File: config.mk
export PLATFORM = sky130hd
export DESIGN_NAME = mth_mac_half
export DESIGN_NICKNAME = d
export VERILOG_FILES = /design/src/design/mth_pkg.sv /design/src/design/mth_ext_if.sv /design/src/design/mth_extract.sv /design/src/design/mth_mac_half.sv
export SDC_FILE = /design/constraint.sdc
export NUM_CORES = 2
export LEC_CHECK = 0
export BUFFER_PORTS_ARGS = -buffer_cell sky130_fd_sc_hd__buf_4
export CORE_MARGIN = 1
export CORE_UTILIZATION = 45
export CTS_BUF_LIST = sky130_fd_sc_hd__clkbuf_4 sky130_fd_sc_hd__clkbuf_8
export DETAILED_ROUTE_END_ITERATION = 8
export GPL_TIMING_DRIVEN = 0
export HOLD_SLACK_MARGIN = 0.08
export PLACE_DENSITY = 0.73
export SYNTH_ARGS = -nofsm -noshare
export SYNTH_HDL_FRONTEND = slang
export SYNTH_HIERARCHICAL = 1
export SYNTH_SLANG_ARGS = --single-unit
export TNS_END_PERCENT = 10
File: constraint.sdc
create_clock -name aclk -period 14.4 [get_ports aclk]
set_input_delay 0 -clock aclk [delete_from_list [all_inputs] [get_ports aclk]]
set_output_delay 0 -clock aclk [all_outputs]
set_load 0.005 [all_outputs]
File: src/design/mth_pkg.sv
package mth_pkg;

  // ----------------------------------------------------------------
  // Widths
  // ----------------------------------------------------------------
  localparam int HALF_W = 16;
  localparam int ACC_W  = 40;
  localparam int ADDR_W = 8;
  localparam int DATA_W = 32;
  localparam int CMD_W  = 10;
  localparam int LANES  = 2;

  // ----------------------------------------------------------------
  // Register offsets (byte addresses)
  // ----------------------------------------------------------------
  localparam logic [ADDR_W-1:0] FLAGS_OFS   = 8'h00;
  localparam logic [ADDR_W-1:0] OPND0_OFS   = 8'h04;
  localparam logic [ADDR_W-1:0] OPND1_OFS   = 8'h08;
  localparam logic [ADDR_W-1:0] CMD_OFS     = 8'h0C;
  localparam logic [ADDR_W-1:0] DEST_OFS    = 8'h10;
  localparam logic [ADDR_W-1:0] ACC0_LO_OFS = 8'h14;
  localparam logic [ADDR_W-1:0] ACC0_HI_OFS = 8'h18;
  localparam logic [ADDR_W-1:0] ACC1_LO_OFS = 8'h1C;
  localparam logic [ADDR_W-1:0] ACC1_HI_OFS = 8'h20;

  // ----------------------------------------------------------------
  // Field positions
  // ----------------------------------------------------------------
  localparam int RND_SEL_BIT  = 0;
  localparam int CMD_OP0_LSB  = 0;
  localparam int CMD_OP1_LSB  = 2;
  localparam int CMD_EN0_BIT  = 4;
  localparam int CMD_EN1_BIT  = 5;
  localparam int CMD_MODE_LSB = 6;
  localparam int CMD_SBU_BIT  = 9;
  localparam int RND_POS      = 16;

  // ----------------------------------------------------------------
  // Reset values
  // ----------------------------------------------------------------
  localparam logic [DATA_W-1:0] REG_RST = 32'h0000_0000;
  localparam logic [ACC_W-1:0]  ACC_RST = 40'h00_0000_0000;
  localparam logic [CMD_W-1:0]  CMD_RST = 10'h000;

  // ----------------------------------------------------------------
  // Arithmetic limits
  // ----------------------------------------------------------------
  localparam logic [ACC_W-1:0]  ACC_SMAX   = 40'h7F_FFFF_FFFF;
  localparam logic [ACC_W-1:0]  ACC_SMIN   = 40'h80_0000_0000;
  localparam logic [ACC_W-1:0]  ACC_UMAX   = 40'hFF_FFFF_FFFF;
  localparam logic [ACC_W-1:0]  ACC_UMIN   = 40'h00_0000_0000;
  localparam logic [HALF_W-1:0] HALF_SMAX  = 16'h7FFF;
  localparam logic [HALF_W-1:0] HALF_SMIN  = 16'h8000;
  localparam logic [HALF_W-1:0] HALF_UMAX  = 16'hFFFF;
  localparam logic [HALF_W-1:0] FRAC_NEG1  = 16'h8000;
  localparam logic [HALF_W-1:0] ROUND_HALF = 16'h8000;
  localparam logic [33:0]       PROD_FMAX  = 34'h0_7FFF_FFFF;

  // ----------------------------------------------------------------
  // Bus responses and codes
  // ----------------------------------------------------------------
  localparam logic [1:0] RESP_OKAY   = 2'h0;
  localparam logic [1:0] RESP_SLVERR = 2'h2;

  typedef enum logic [2:0] {
    MODE_DEFAULT,
    MODE_UFRAC,
    MODE_SINT,
    MODE_UINT,
    MODE_CHOP
  } mth_mode_e;

  typedef enum logic [1:0] {
    OP_LOAD,
    OP_ADD,
    OP_SUB
  } mth_op_e;

endpackage

File: src/design/mth_ext_if.sv
`timescale 1ns/1ps
interface mth_ext_if;
  import mth_pkg::*;

  logic [ACC_W-1:0]  acc;
  mth_mode_e         mode;
  logic              rnd_biased;
  logic [HALF_W-1:0] half;

  modport lane (output acc, output mode, output rnd_biased, input half);
  modport ext  (input acc, input mode, input rnd_biased, output half);
endinterface

File: src/design/mth_extract.sv
`timescale 1ns/1ps
module mth_extract
  import mth_pkg::*;
(
  mth_ext_if.ext x
);

  logic        unsig;
  logic        intg;
  logic [40:0] ext41;
  logic [40:0] sum41;
  logic [40:0] q41;
  logic        fits;

  // ----------------------------------------------------------------
  // Round or truncate, then saturate to a half-word
  // ----------------------------------------------------------------
  always_comb begin
    unsig = (x.mode == MODE_UFRAC) || (x.mode == MODE_UINT);
    intg  = (x.mode == MODE_SINT) || (x.mode == MODE_UINT);
    ext41 = unsig ? {1'b0, x.acc} : {x.acc[ACC_W-1], x.acc};
    sum41 = ext41 + {25'h000_0000, ROUND_HALF};
    if (intg) begin
      q41 = ext41;
    end else if (x.mode == MODE_CHOP) begin
      q41 = {{16{ext41[40]}}, ext41[40:RND_POS]};
    end else begin
      q41 = {{16{sum41[40]}}, sum41[40:RND_POS]};
      if (!x.rnd_biased && (x.acc[RND_POS-1:0] == ROUND_HALF)) begin
        q41[0] = 1'b0;
      end
    end
    // Saturation acts on the rounded value
    if (unsig) begin
      fits = (q41[40:16] == 25'h000_0000);
    end else begin
      fits = (q41[40:15] == 26'h000_0000) || (q41[40:15] == 26'h3FF_FFFF);
    end
    if (fits) begin
      x.half = q41[HALF_W-1:0];
    end else if (unsig) begin
      x.half = HALF_UMAX;
    end else begin
      x.half = q41[40] ? HALF_SMIN : HALF_SMAX;
    end
  end

endmodule

File: src/design/mth_mac_half.sv
`timescale 1ns/1ps
module mth_mac_half
  import mth_pkg::*;
(
  input  wire logic              aclk,
  input  wire logic              aresetn,
  input  wire logic [ADDR_W-1:0] s_axi_awaddr,
  input  wire logic              s_axi_awvalid,
  output      logic              s_axi_awready,
  input  wire logic [DATA_W-1:0] s_axi_wdata,
  input  wire logic [3:0]        s_axi_wstrb,
  input  wire logic              s_axi_wvalid,
  output      logic              s_axi_wready,
  output      logic [1:0]        s_axi_bresp,
  output      logic              s_axi_bvalid,
  input  wire logic              s_axi_bready,
  input  wire logic [ADDR_W-1:0] s_axi_araddr,
  input  wire logic              s_axi_arvalid,
  output      logic              s_axi_arready,
  output      logic [DATA_W-1:0] s_axi_rdata,
  output      logic [1:0]        s_axi_rresp,
  output      logic              s_axi_rvalid,
  input  wire logic              s_axi_rready
);

  // ----------------------------------------------------------------
  // State
  // ----------------------------------------------------------------
  logic              aw_got_ff,  nxt_aw_got;
  logic [ADDR_W-1:0] awaddr_ff,  nxt_awaddr;
  logic              w_got_ff,   nxt_w_got;
  logic [DATA_W-1:0] wdata_ff,   nxt_wdata;
  logic [3:0]        wstrb_ff,   nxt_wstrb;
  logic              awready_ff, nxt_awready;
  logic              wready_ff,  nxt_wready;
  logic              bvalid_ff,  nxt_bvalid;
  logic [1:0]        bresp_ff,   nxt_bresp;
  logic              arready_ff, nxt_arready;
  logic              rvalid_ff,  nxt_rvalid;
  logic [1:0]        rresp_ff,   nxt_rresp;
  logic [DATA_W-1:0] rdata_ff,   nxt_rdata;
  logic              rnd_sel_ff, nxt_rnd_sel;
  logic [DATA_W-1:0] opnd_ff     [LANES];
  logic [DATA_W-1:0] nxt_opnd    [LANES];
  logic [CMD_W-1:0]  cmd_ff,     nxt_cmd;
  logic [DATA_W-1:0] dest_ff,    nxt_dest;
  logic [ACC_W-1:0]  acc_ff      [LANES];
  logic [ACC_W-1:0]  nxt_acc     [LANES];
  logic [HALF_W-1:0] lane_half   [LANES];
  logic              exec;
  logic              dest_wr;

  assign s_axi_awready = awready_ff;
  assign s_axi_wready  = wready_ff;
  assign s_axi_bvalid  = bvalid_ff;
  assign s_axi_bresp   = bresp_ff;
  assign s_axi_arready = arready_ff;
  assign s_axi_rvalid  = rvalid_ff;
  assign s_axi_rresp   = rresp_ff;
  assign s_axi_rdata   = rdata_ff;

  // Byte-lane merge of a register write
  function automatic logic [DATA_W-1:0] merge(input logic [DATA_W-1:0] old_v,
                                               input logic [DATA_W-1:0] new_v,
                                               input logic [3:0]        strb);
    logic [DATA_W-1:0] r;
    r = old_v;
    for (int b = 0; b < 4; b++) begin
      if (strb[b]) begin
        r[8*b +: 8] = new_v[8*b +: 8];
      end
    end
    return r;
  endfunction

  // ----------------------------------------------------------------
  // Write channels and register updates
  // ----------------------------------------------------------------
  // Address and data are taken in either order; response after both
  always_comb begin
    nxt_aw_got  = aw_got_ff;
    nxt_awaddr  = awaddr_ff;
    nxt_w_got   = w_got_ff;
    nxt_wdata   = wdata_ff;
    nxt_wstrb   = wstrb_ff;
    nxt_bvalid  = bvalid_ff;
    nxt_bresp   = bresp_ff;
    nxt_rnd_sel = rnd_sel_ff;
    nxt_opnd    = opnd_ff;
    nxt_cmd     = cmd_ff;
    exec        = 1'b0;
    dest_wr     = 1'b0;
    if (s_axi_awvalid && awready_ff) begin
      nxt_aw_got = 1'b1;
      nxt_awaddr = s_axi_awaddr;
    end
    if (s_axi_wvalid && wready_ff) begin
      nxt_w_got = 1'b1;
      nxt_wdata = s_axi_wdata;
      nxt_wstrb = s_axi_wstrb;
    end
    if (bvalid_ff && s_axi_bready) begin
      nxt_bvalid = 1'b0;
    end
    if (aw_got_ff && w_got_ff && !bvalid_ff) begin
      nxt_aw_got = 1'b0;
      nxt_w_got  = 1'b0;
      nxt_bvalid = 1'b1;
      nxt_bresp  = RESP_OKAY;
      case (awaddr_ff)
        FLAGS_OFS: begin
          if (wstrb_ff[0]) begin
            nxt_rnd_sel = wdata_ff[RND_SEL_BIT];
          end
        end
        OPND0_OFS: begin
          nxt_opnd[0] = merge(opnd_ff[0], wdata_ff, wstrb_ff);
        end
        OPND1_OFS: begin
          nxt_opnd[1] = merge(opnd_ff[1], wdata_ff, wstrb_ff);
        end
        CMD_OFS: begin
          nxt_cmd = CMD_W'(merge({22'h00_0000, cmd_ff}, wdata_ff, wstrb_ff));
          exec    = wstrb_ff[0];
        end
        DEST_OFS: begin
          dest_wr = 1'b1;
        end
        ACC0_LO_OFS, ACC0_HI_OFS, ACC1_LO_OFS, ACC1_HI_OFS: begin
          nxt_bresp = RESP_OKAY;
        end
        default: begin
          nxt_bresp = RESP_SLVERR;
        end
      endcase
    end
    nxt_awready = !nxt_aw_got && !nxt_bvalid;
    nxt_wready  = !nxt_w_got && !nxt_bvalid;
  end

  // Registers the write side
  always_ff @(posedge aclk) begin
    if (!aresetn) begin
      aw_got_ff  <= 1'b0;
      awaddr_ff  <= '0;
      w_got_ff   <= 1'b0;
      wdata_ff   <= REG_RST;
      wstrb_ff   <= 4'h0;
      awready_ff <= 1'b0;
      wready_ff  <= 1'b0;
      bvalid_ff  <= 1'b0;
      bresp_ff   <= RESP_OKAY;
      rnd_sel_ff <= 1'b0;
      opnd_ff[0] <= REG_RST;
      opnd_ff[1] <= REG_RST;
      cmd_ff     <= CMD_RST;
    end else begin
      aw_got_ff  <= nxt_aw_got;
      awaddr_ff  <= nxt_awaddr;
      w_got_ff   <= nxt_w_got;
      wdata_ff   <= nxt_wdata;
      wstrb_ff   <= nxt_wstrb;
      awready_ff <= nxt_awready;
      wready_ff  <= nxt_wready;
      bvalid_ff  <= nxt_bvalid;
      bresp_ff   <= nxt_bresp;
      rnd_sel_ff <= nxt_rnd_sel;
      opnd_ff    <= nxt_opnd;
      cmd_ff     <= nxt_cmd;
    end
  end

  // ----------------------------------------------------------------
  // Multiply-accumulate lanes
  // ----------------------------------------------------------------
  for (genvar i = 0; i < LANES; i++) begin : g_lane
    mth_ext_if ext_if ();

    mth_mode_e          mode;
    mth_op_e            op;
    logic               en;
    logic               sbu;
    logic               unsig;
    logic               frac_shift;
    logic [HALF_W-1:0]  opa;
    logic [HALF_W-1:0]  opb;
    logic signed [16:0] ea;
    logic signed [16:0] eb;
    logic signed [33:0] prod;
    logic [33:0]        pr;
    logic [41:0]        p42;
    logic [41:0]        a42;
    logic [41:0]        sum42;
    logic [ACC_W-1:0]   acc_new;

    // Operand forming, product, accumulate and accumulator saturation
    always_comb begin
      case (nxt_cmd[CMD_MODE_LSB +: 3])
        3'h1:    mode = MODE_UFRAC;
        3'h2:    mode = MODE_SINT;
        3'h3:    mode = MODE_UINT;
        3'h4:    mode = MODE_CHOP;
        default: mode = MODE_DEFAULT;
      endcase
      case (nxt_cmd[(i == 0 ? CMD_OP0_LSB : CMD_OP1_LSB) +: 2])
        2'h1:    op = OP_ADD;
        2'h2:    op = OP_SUB;
        default: op = OP_LOAD;
      endcase
      en         = nxt_cmd[i == 0 ? CMD_EN0_BIT : CMD_EN1_BIT];
      sbu        = (i == 1) && nxt_cmd[CMD_SBU_BIT];
      unsig      = (mode == MODE_UFRAC) || (mode == MODE_UINT);
      frac_shift = ((mode == MODE_DEFAULT) || (mode == MODE_CHOP)) && !sbu;
      opa        = opnd_ff[i][HALF_W-1:0];
      opb        = opnd_ff[i][DATA_W-1:HALF_W];
      ea         = {(!unsig || sbu) & opa[HALF_W-1], opa};
      eb         = {(!unsig && !sbu) & opb[HALF_W-1], opb};
      prod       = ea * eb;
      if (frac_shift && (opa == FRAC_NEG1) && (opb == FRAC_NEG1)) begin
        pr = PROD_FMAX;
      end else if (frac_shift) begin
        pr = 34'(prod <<< 1);
      end else begin
        pr = prod;
      end
      p42 = {{8{pr[33]}}, pr};
      a42 = unsig ? {2'b00, acc_ff[i]} : {{2{acc_ff[i][ACC_W-1]}}, acc_ff[i]};
      case (op)
        OP_ADD:  sum42 = a42 + p42;
        OP_SUB:  sum42 = a42 - p42;
        default: sum42 = p42;
      endcase
      if (unsig) begin
        if (sum42[41]) begin
          acc_new = ACC_UMIN;
        end else if (sum42[40]) begin
          acc_new = ACC_UMAX;
        end else begin
          acc_new = sum42[ACC_W-1:0];
        end
      end else if (sum42[41:39] == 3'h0 || sum42[41:39] == 3'h7) begin
        acc_new = sum42[ACC_W-1:0];
      end else begin
        acc_new = sum42[41] ? ACC_SMIN : ACC_SMAX;
      end
      nxt_acc[i] = (exec && en) ? acc_new : acc_ff[i];
    end

    assign ext_if.acc        = acc_new;
    assign ext_if.mode       = mode;
    assign ext_if.rnd_biased = rnd_sel_ff;
    assign lane_half[i]      = ext_if.half;

    mth_extract u_extract (
      .x (ext_if.ext)
    );
  end

  // Destination register: software write or lane results
  always_comb begin
    nxt_dest = dest_ff;
    if (dest_wr) begin
      nxt_dest = merge(dest_ff, wdata_ff, wstrb_ff);
    end
    if (exec && nxt_cmd[CMD_EN0_BIT]) begin
      nxt_dest[HALF_W-1:0] = lane_half[0];
    end
    if (exec && nxt_cmd[CMD_EN1_BIT]) begin
      nxt_dest[DATA_W-1:HALF_W] = lane_half[1];
    end
  end

  // Accumulators change only by an accumulate step
  always_ff @(posedge aclk) begin
    if (!aresetn) begin
      acc_ff[0] <= ACC_RST;
      acc_ff[1] <= ACC_RST;
      dest_ff   <= REG_RST;
    end else begin
      acc_ff    <= nxt_acc;
      dest_ff   <= nxt_dest;
    end
  end

  // ----------------------------------------------------------------
  // Read channel
  // ----------------------------------------------------------------
  // One read at a time; unmapped addresses answer with an error
  always_comb begin
    nxt_rvalid = rvalid_ff;
    nxt_rresp  = rresp_ff;
    nxt_rdata  = rdata_ff;
    if (rvalid_ff && s_axi_rready) begin
      nxt_rvalid = 1'b0;
    end
    if (s_axi_arvalid && arready_ff) begin
      nxt_rvalid = 1'b1;
      nxt_rresp  = RESP_OKAY;
      case (s_axi_araddr)
        FLAGS_OFS:   nxt_rdata = {31'h0000_0000, rnd_sel_ff};
        OPND0_OFS:   nxt_rdata = opnd_ff[0];
        OPND1_OFS:   nxt_rdata = opnd_ff[1];
        CMD_OFS:     nxt_rdata = {22'h00_0000, cmd_ff};
        DEST_OFS:    nxt_rdata = dest_ff;
        ACC0_LO_OFS: nxt_rdata = acc_ff[0][DATA_W-1:0];
        ACC0_HI_OFS: nxt_rdata = {24'h00_0000, acc_ff[0][ACC_W-1:DATA_W]};
        ACC1_LO_OFS: nxt_rdata = acc_ff[1][DATA_W-1:0];
        ACC1_HI_OFS: nxt_rdata = {24'h00_0000, acc_ff[1][ACC_W-1:DATA_W]};
        default: begin
          nxt_rdata = REG_RST;
          nxt_rresp = RESP_SLVERR;
        end
      endcase
    end
    nxt_arready = !nxt_rvalid;
  end

  // Registers the read side
  always_ff @(posedge aclk) begin
    if (!aresetn) begin
      arready_ff <= 1'b0;
      rvalid_ff  <= 1'b0;
      rresp_ff   <= RESP_OKAY;
      rdata_ff   <= REG_RST;
    end else begin
      arready_ff <= nxt_arready;
      rvalid_ff  <= nxt_rvalid;
      rresp_ff   <= nxt_rresp;
      rdata_ff   <= nxt_rdata;
    end
  end

endmodule

==> flow_summary.ini <==
[finish]
final_nets = 7099
seqCellArea_um2 = 5450
multiInputGateArea_um2 = 38400
drive_gt1_frac = 0.137
num-fill-cells = 9344
syn2layout_area_growth_pct = 17.3
final_cell_mix = nand2_1 (751), inv_1 (649), fa_1 (581)
final_core_util = 0.534
finalInstanceArea_um2 = 53600
layout_commonest_cell = nand2_1

[placement]
port_buffers = 97
hpwl_um = 141000
place_congestion = 1.02
place_area_um2 = 48200

[timing]
clock_skew_ns = 0.0515
tightest_slew_ns = 1.22
period_needed_ns = 14.90
hold_viol_final = 0
fin_setup_tns_ns = -6.67
post-route-period-util = 1.03
rsz0062_at_grt = yes
hold_ws_ns = 0.0836
setup_viol = 16
report.final.slew_viol_count = 0
fin_ws_ns = -0.495
relSlewSlack = 0.164
max_clock_freq_mhz = 67.1

[logic_synthesis]
yosys.area_share.simple = 0.211
synth_cell_types = 101
synth_compound_area_frac = 0.193
yosys.area_share.xor_xnor = 0.0427
synth_area_um2 = 45700
async_reset_ff_frac = 0
synthMuxAreaShare = 0.0141
seq_area_frac_synth = 0.119
synth_top_family_by_area = adder cells
synth-main-ff-cell = dfxtp_1
synthesis.instances = 5836
avgSynthCellArea_um2 = 7.83
synth-edff-count = 0
yosysWarnings = 6
synthAdderAreaFrac = 0.331
ys_ff_latch = 272

[power]
p_total_mw = 1.72
combPwrFrac = 0.054
switching_share = 0.264
p_switching_mw = 0.454
power_density_nw_per_um2 = 32.1
seqPwrFrac = 0.453
p_leak_nw = 22.9
p_int_mw = 1.27
max-vdd-ir-drop_v = 0.0000646
clock_power_share = 0.492

[drt]
viasPerCell = 6.15
wl_met2_um = 74700
ant_nets = 0
wirelength_um = 180000
wl_met3_um = 24500
drt_drc_violations_left = 15
vias = 46700
highest_layer = met5
wire_per_inst_um = 23.7
met1_length_um = 71600
first_pass_iters = 9
drtIter0Drc = 6391

[setup_path]
end_kind = flip-flop
critPathMaxStageDelay_ns = 0.62
cpLargestDelayFamily = simple AND/OR/NAND/NOR gates
cp.required_ns = 14.93
cp_slowest_cell = o41ai_2
crit_top_cell = fa_1
rr_endpoint = dest_ff[28]
cp_num_buf_inv = 12
worstPathArrival_ns = 15.43
critPathKind = flip-flop to flip-flop
reg2reg_depth = 57
cp_max_fo = 10
cp-start-kind = flip-flop
r2r_start = awaddr_ff[4]
r2r_slack_ns = -0.50

[clock_network]
clock_sinks = 272
cts_max_path_buffers = 3
worstSkewPairLatency_ns = 0.65
root_buffer = clkbuf_8
cts_tree = built
clk_pin_slew_ns = 0.07
cts-htree-levels = 2
numCtsBuffers = 45

[global_routing]
grt_pass1_vias = 45100
grt_max_degree = 19
grt-ovfl-total = 0
grt_antenna_before_repair = 5
grtUsageTotal = 0.344
grt_pass1_wl_um = 271000

[run_status]
violations = DRC, setup timing
status = finished with violations

[floorplan]
die_y_um = 321
ios = 100
start_util = 0.455
chipWidth_um = 321
core_um2 = 100000
fp.dieArea_um2 = 103000
rows = 116

[hold_path]
min_path_type = primary input to flip-flop
min_to = wdata_ff[26]
holdPathStages = 5
min_from = s_axi_wvalid

[run]
drv_cap = 0
[cells by family (layout without fill, tap and decap cells)]
kind of cell    Yosys count  after routing
fa+ha+maj               852            852
flops                   272            272
xor+xnor                223            223
other cells               1              4
simple gates           2009           2009
compound gates         1369           1370
buf+inv                1048           1432
mux                      62             62
[worst max-delay path by stage]
stage,startpoint,end,slack (ns),cells past startpoint
floorplan,awaddr_ff[4],dest_ff[30],0.07,61
CTS,awaddr_ff[5],dest_ff[30],-0.24,61
finish,awaddr_ff[4],dest_ff[28],-0.50,57
detailed placement,awaddr_ff[4],dest_ff[28],-4.40,60
global placement,awaddr_ff[4],dest_ff[28],-4.38,59
global route,awaddr_ff[5],dest_ff[30],-0.87,62
[power by group through the flow]
| stage | sequential, mW | combinational (mW) | clock [mW] |
|---|---|---|---|
| floorplan | 0.783 | 0.0334 | 0 |
| global placement | 0.793 | 0.0676 | 0 |
| detailed placement | 0.793 | 0.0686 | 0 |
| CTS | 0.777 | 0.0876 | 0.830 |
| global route | 0.778 | 0.0975 | 0.865 |
| finish | 0.780 | 0.0935 | 0.847 |
[worst register-to-register path, delay by kind of cell (launching register included)]
family | cells | cell delay (ns)
compound gates | 15 | 3.54
flops | 1 | 0.33
mux | 1 | 0.27
fa+ha+maj | 8 | 3.69
xor+xnor | 2 | 0.41
simple gates | 19 | 4.78
buf+inv | 12 | 1.78
[per-layer routing]
metal,vias up,GRT usage
met5,-,0
met4,8,0.142
met3,581,0.110
met2,3070,0.499
met1,22700,0.468
li1,20300,-
[synth_stat cells (13+ instances only)]
cell type | n | share of area
a2111oi_0 | 14 | 0.0027
a211oi_1 | 45 | 0.0074
a21boi_0 | 14 | 0.0023
a21o_1 | 84 | 0.014
a21oi_1 | 443 | 0.048
a222oi_1 | 32 | 0.0070
a22oi_1 | 41 | 0.0067
a311oi_1 | 26 | 0.0050
a31oi_1 | 99 | 0.014
and2_1 | 299 | 0.041
and3_1 | 54 | 0.0074
and4_1 | 15 | 0.0029
buf_1 | 19 | 0.0016
buf_2 | 26 | 0.0028
clkbuf_1 | 317 | 0.026
dfxtp_1 | 272 | 0.12
fa_1 | 594 | 0.26
ha_1 | 258 | 0.071
inv_1 | 667 | 0.055
mux2_2 | 15 | 0.0037
mux2i_1 | 45 | 0.0099
nand2_1 | 803 | 0.066
nand2b_1 | 46 | 0.0063
nand3_1 | 101 | 0.011
nand3b_1 | 13 | 0.0021
nand4_1 | 42 | 0.0057
nor2_1 | 391 | 0.032
nor2b_1 | 24 | 0.0033
nor3_1 | 60 | 0.0066
nor4_1 | 51 | 0.0070
o211ai_1 | 33 | 0.0054
o211ai_2 | 18 | 0.0049
o21a_1 | 33 | 0.0054
o21ai_0 | 256 | 0.028
o21ai_1 | 25 | 0.0027
o21bai_1 | 15 | 0.0025
o22ai_1 | 23 | 0.0031
o31ai_1 | 24 | 0.0039
or2_2 | 22 | 0.0030
or3_1 | 20 | 0.0027
or4_1 | 13 | 0.0021
xnor2_1 | 135 | 0.026
xor2_1 | 88 | 0.017
[sequential cells by signal (all words and copies together), names as in the netlist, 4 cells and up]
name         cells
g_lane.ea       32
dest_ff         32
wstrb_ff         4
cmd_ff          10
awaddr_ff        8
s_axi_rdata     32
wdata_ff        32
g_lane.eb       32
acc_ff          80
[stage by stage]
stage	cells	setup slack (ns)
3_3_place_gp	7291	-4.38
3_5_place_dp	7291	-4.40
4_1_cts	7543	-0.240
5_1_grt	7579	-0.866
6_report	7581	-0.495
2_1_floorplan	5837	0.0690
[final cells by class]
cell class                      count  share of cell area
Timing Repair Buffer              330              0.0516
Antenna cell                        2           0.0000933
Buffer                            352              0.0324
Sequential cell                   272               0.102
Clock inverter                     23             0.00597
Tap cell                         1357              0.0317
Inverter                          669              0.0471
Multi-Input combinational cell   4518               0.716
Clock buffer                       58              0.0137
[what timing repair did]
| action | 4_1_cts | 5_1_grt |
|---|---|---|
| endpoints found under the setup margin | 112 | 32 |
| resized for setup | 388 | 242 |
| hold buffers | 64 | 0 |
| gates cloned | 3 | 2 |
| buffers inserted | 118 | 47 |
| hold endpoints to repair | 72 | 0 |
| pin swaps | 121 | 120 |
(Power assumes the default switching activity.)
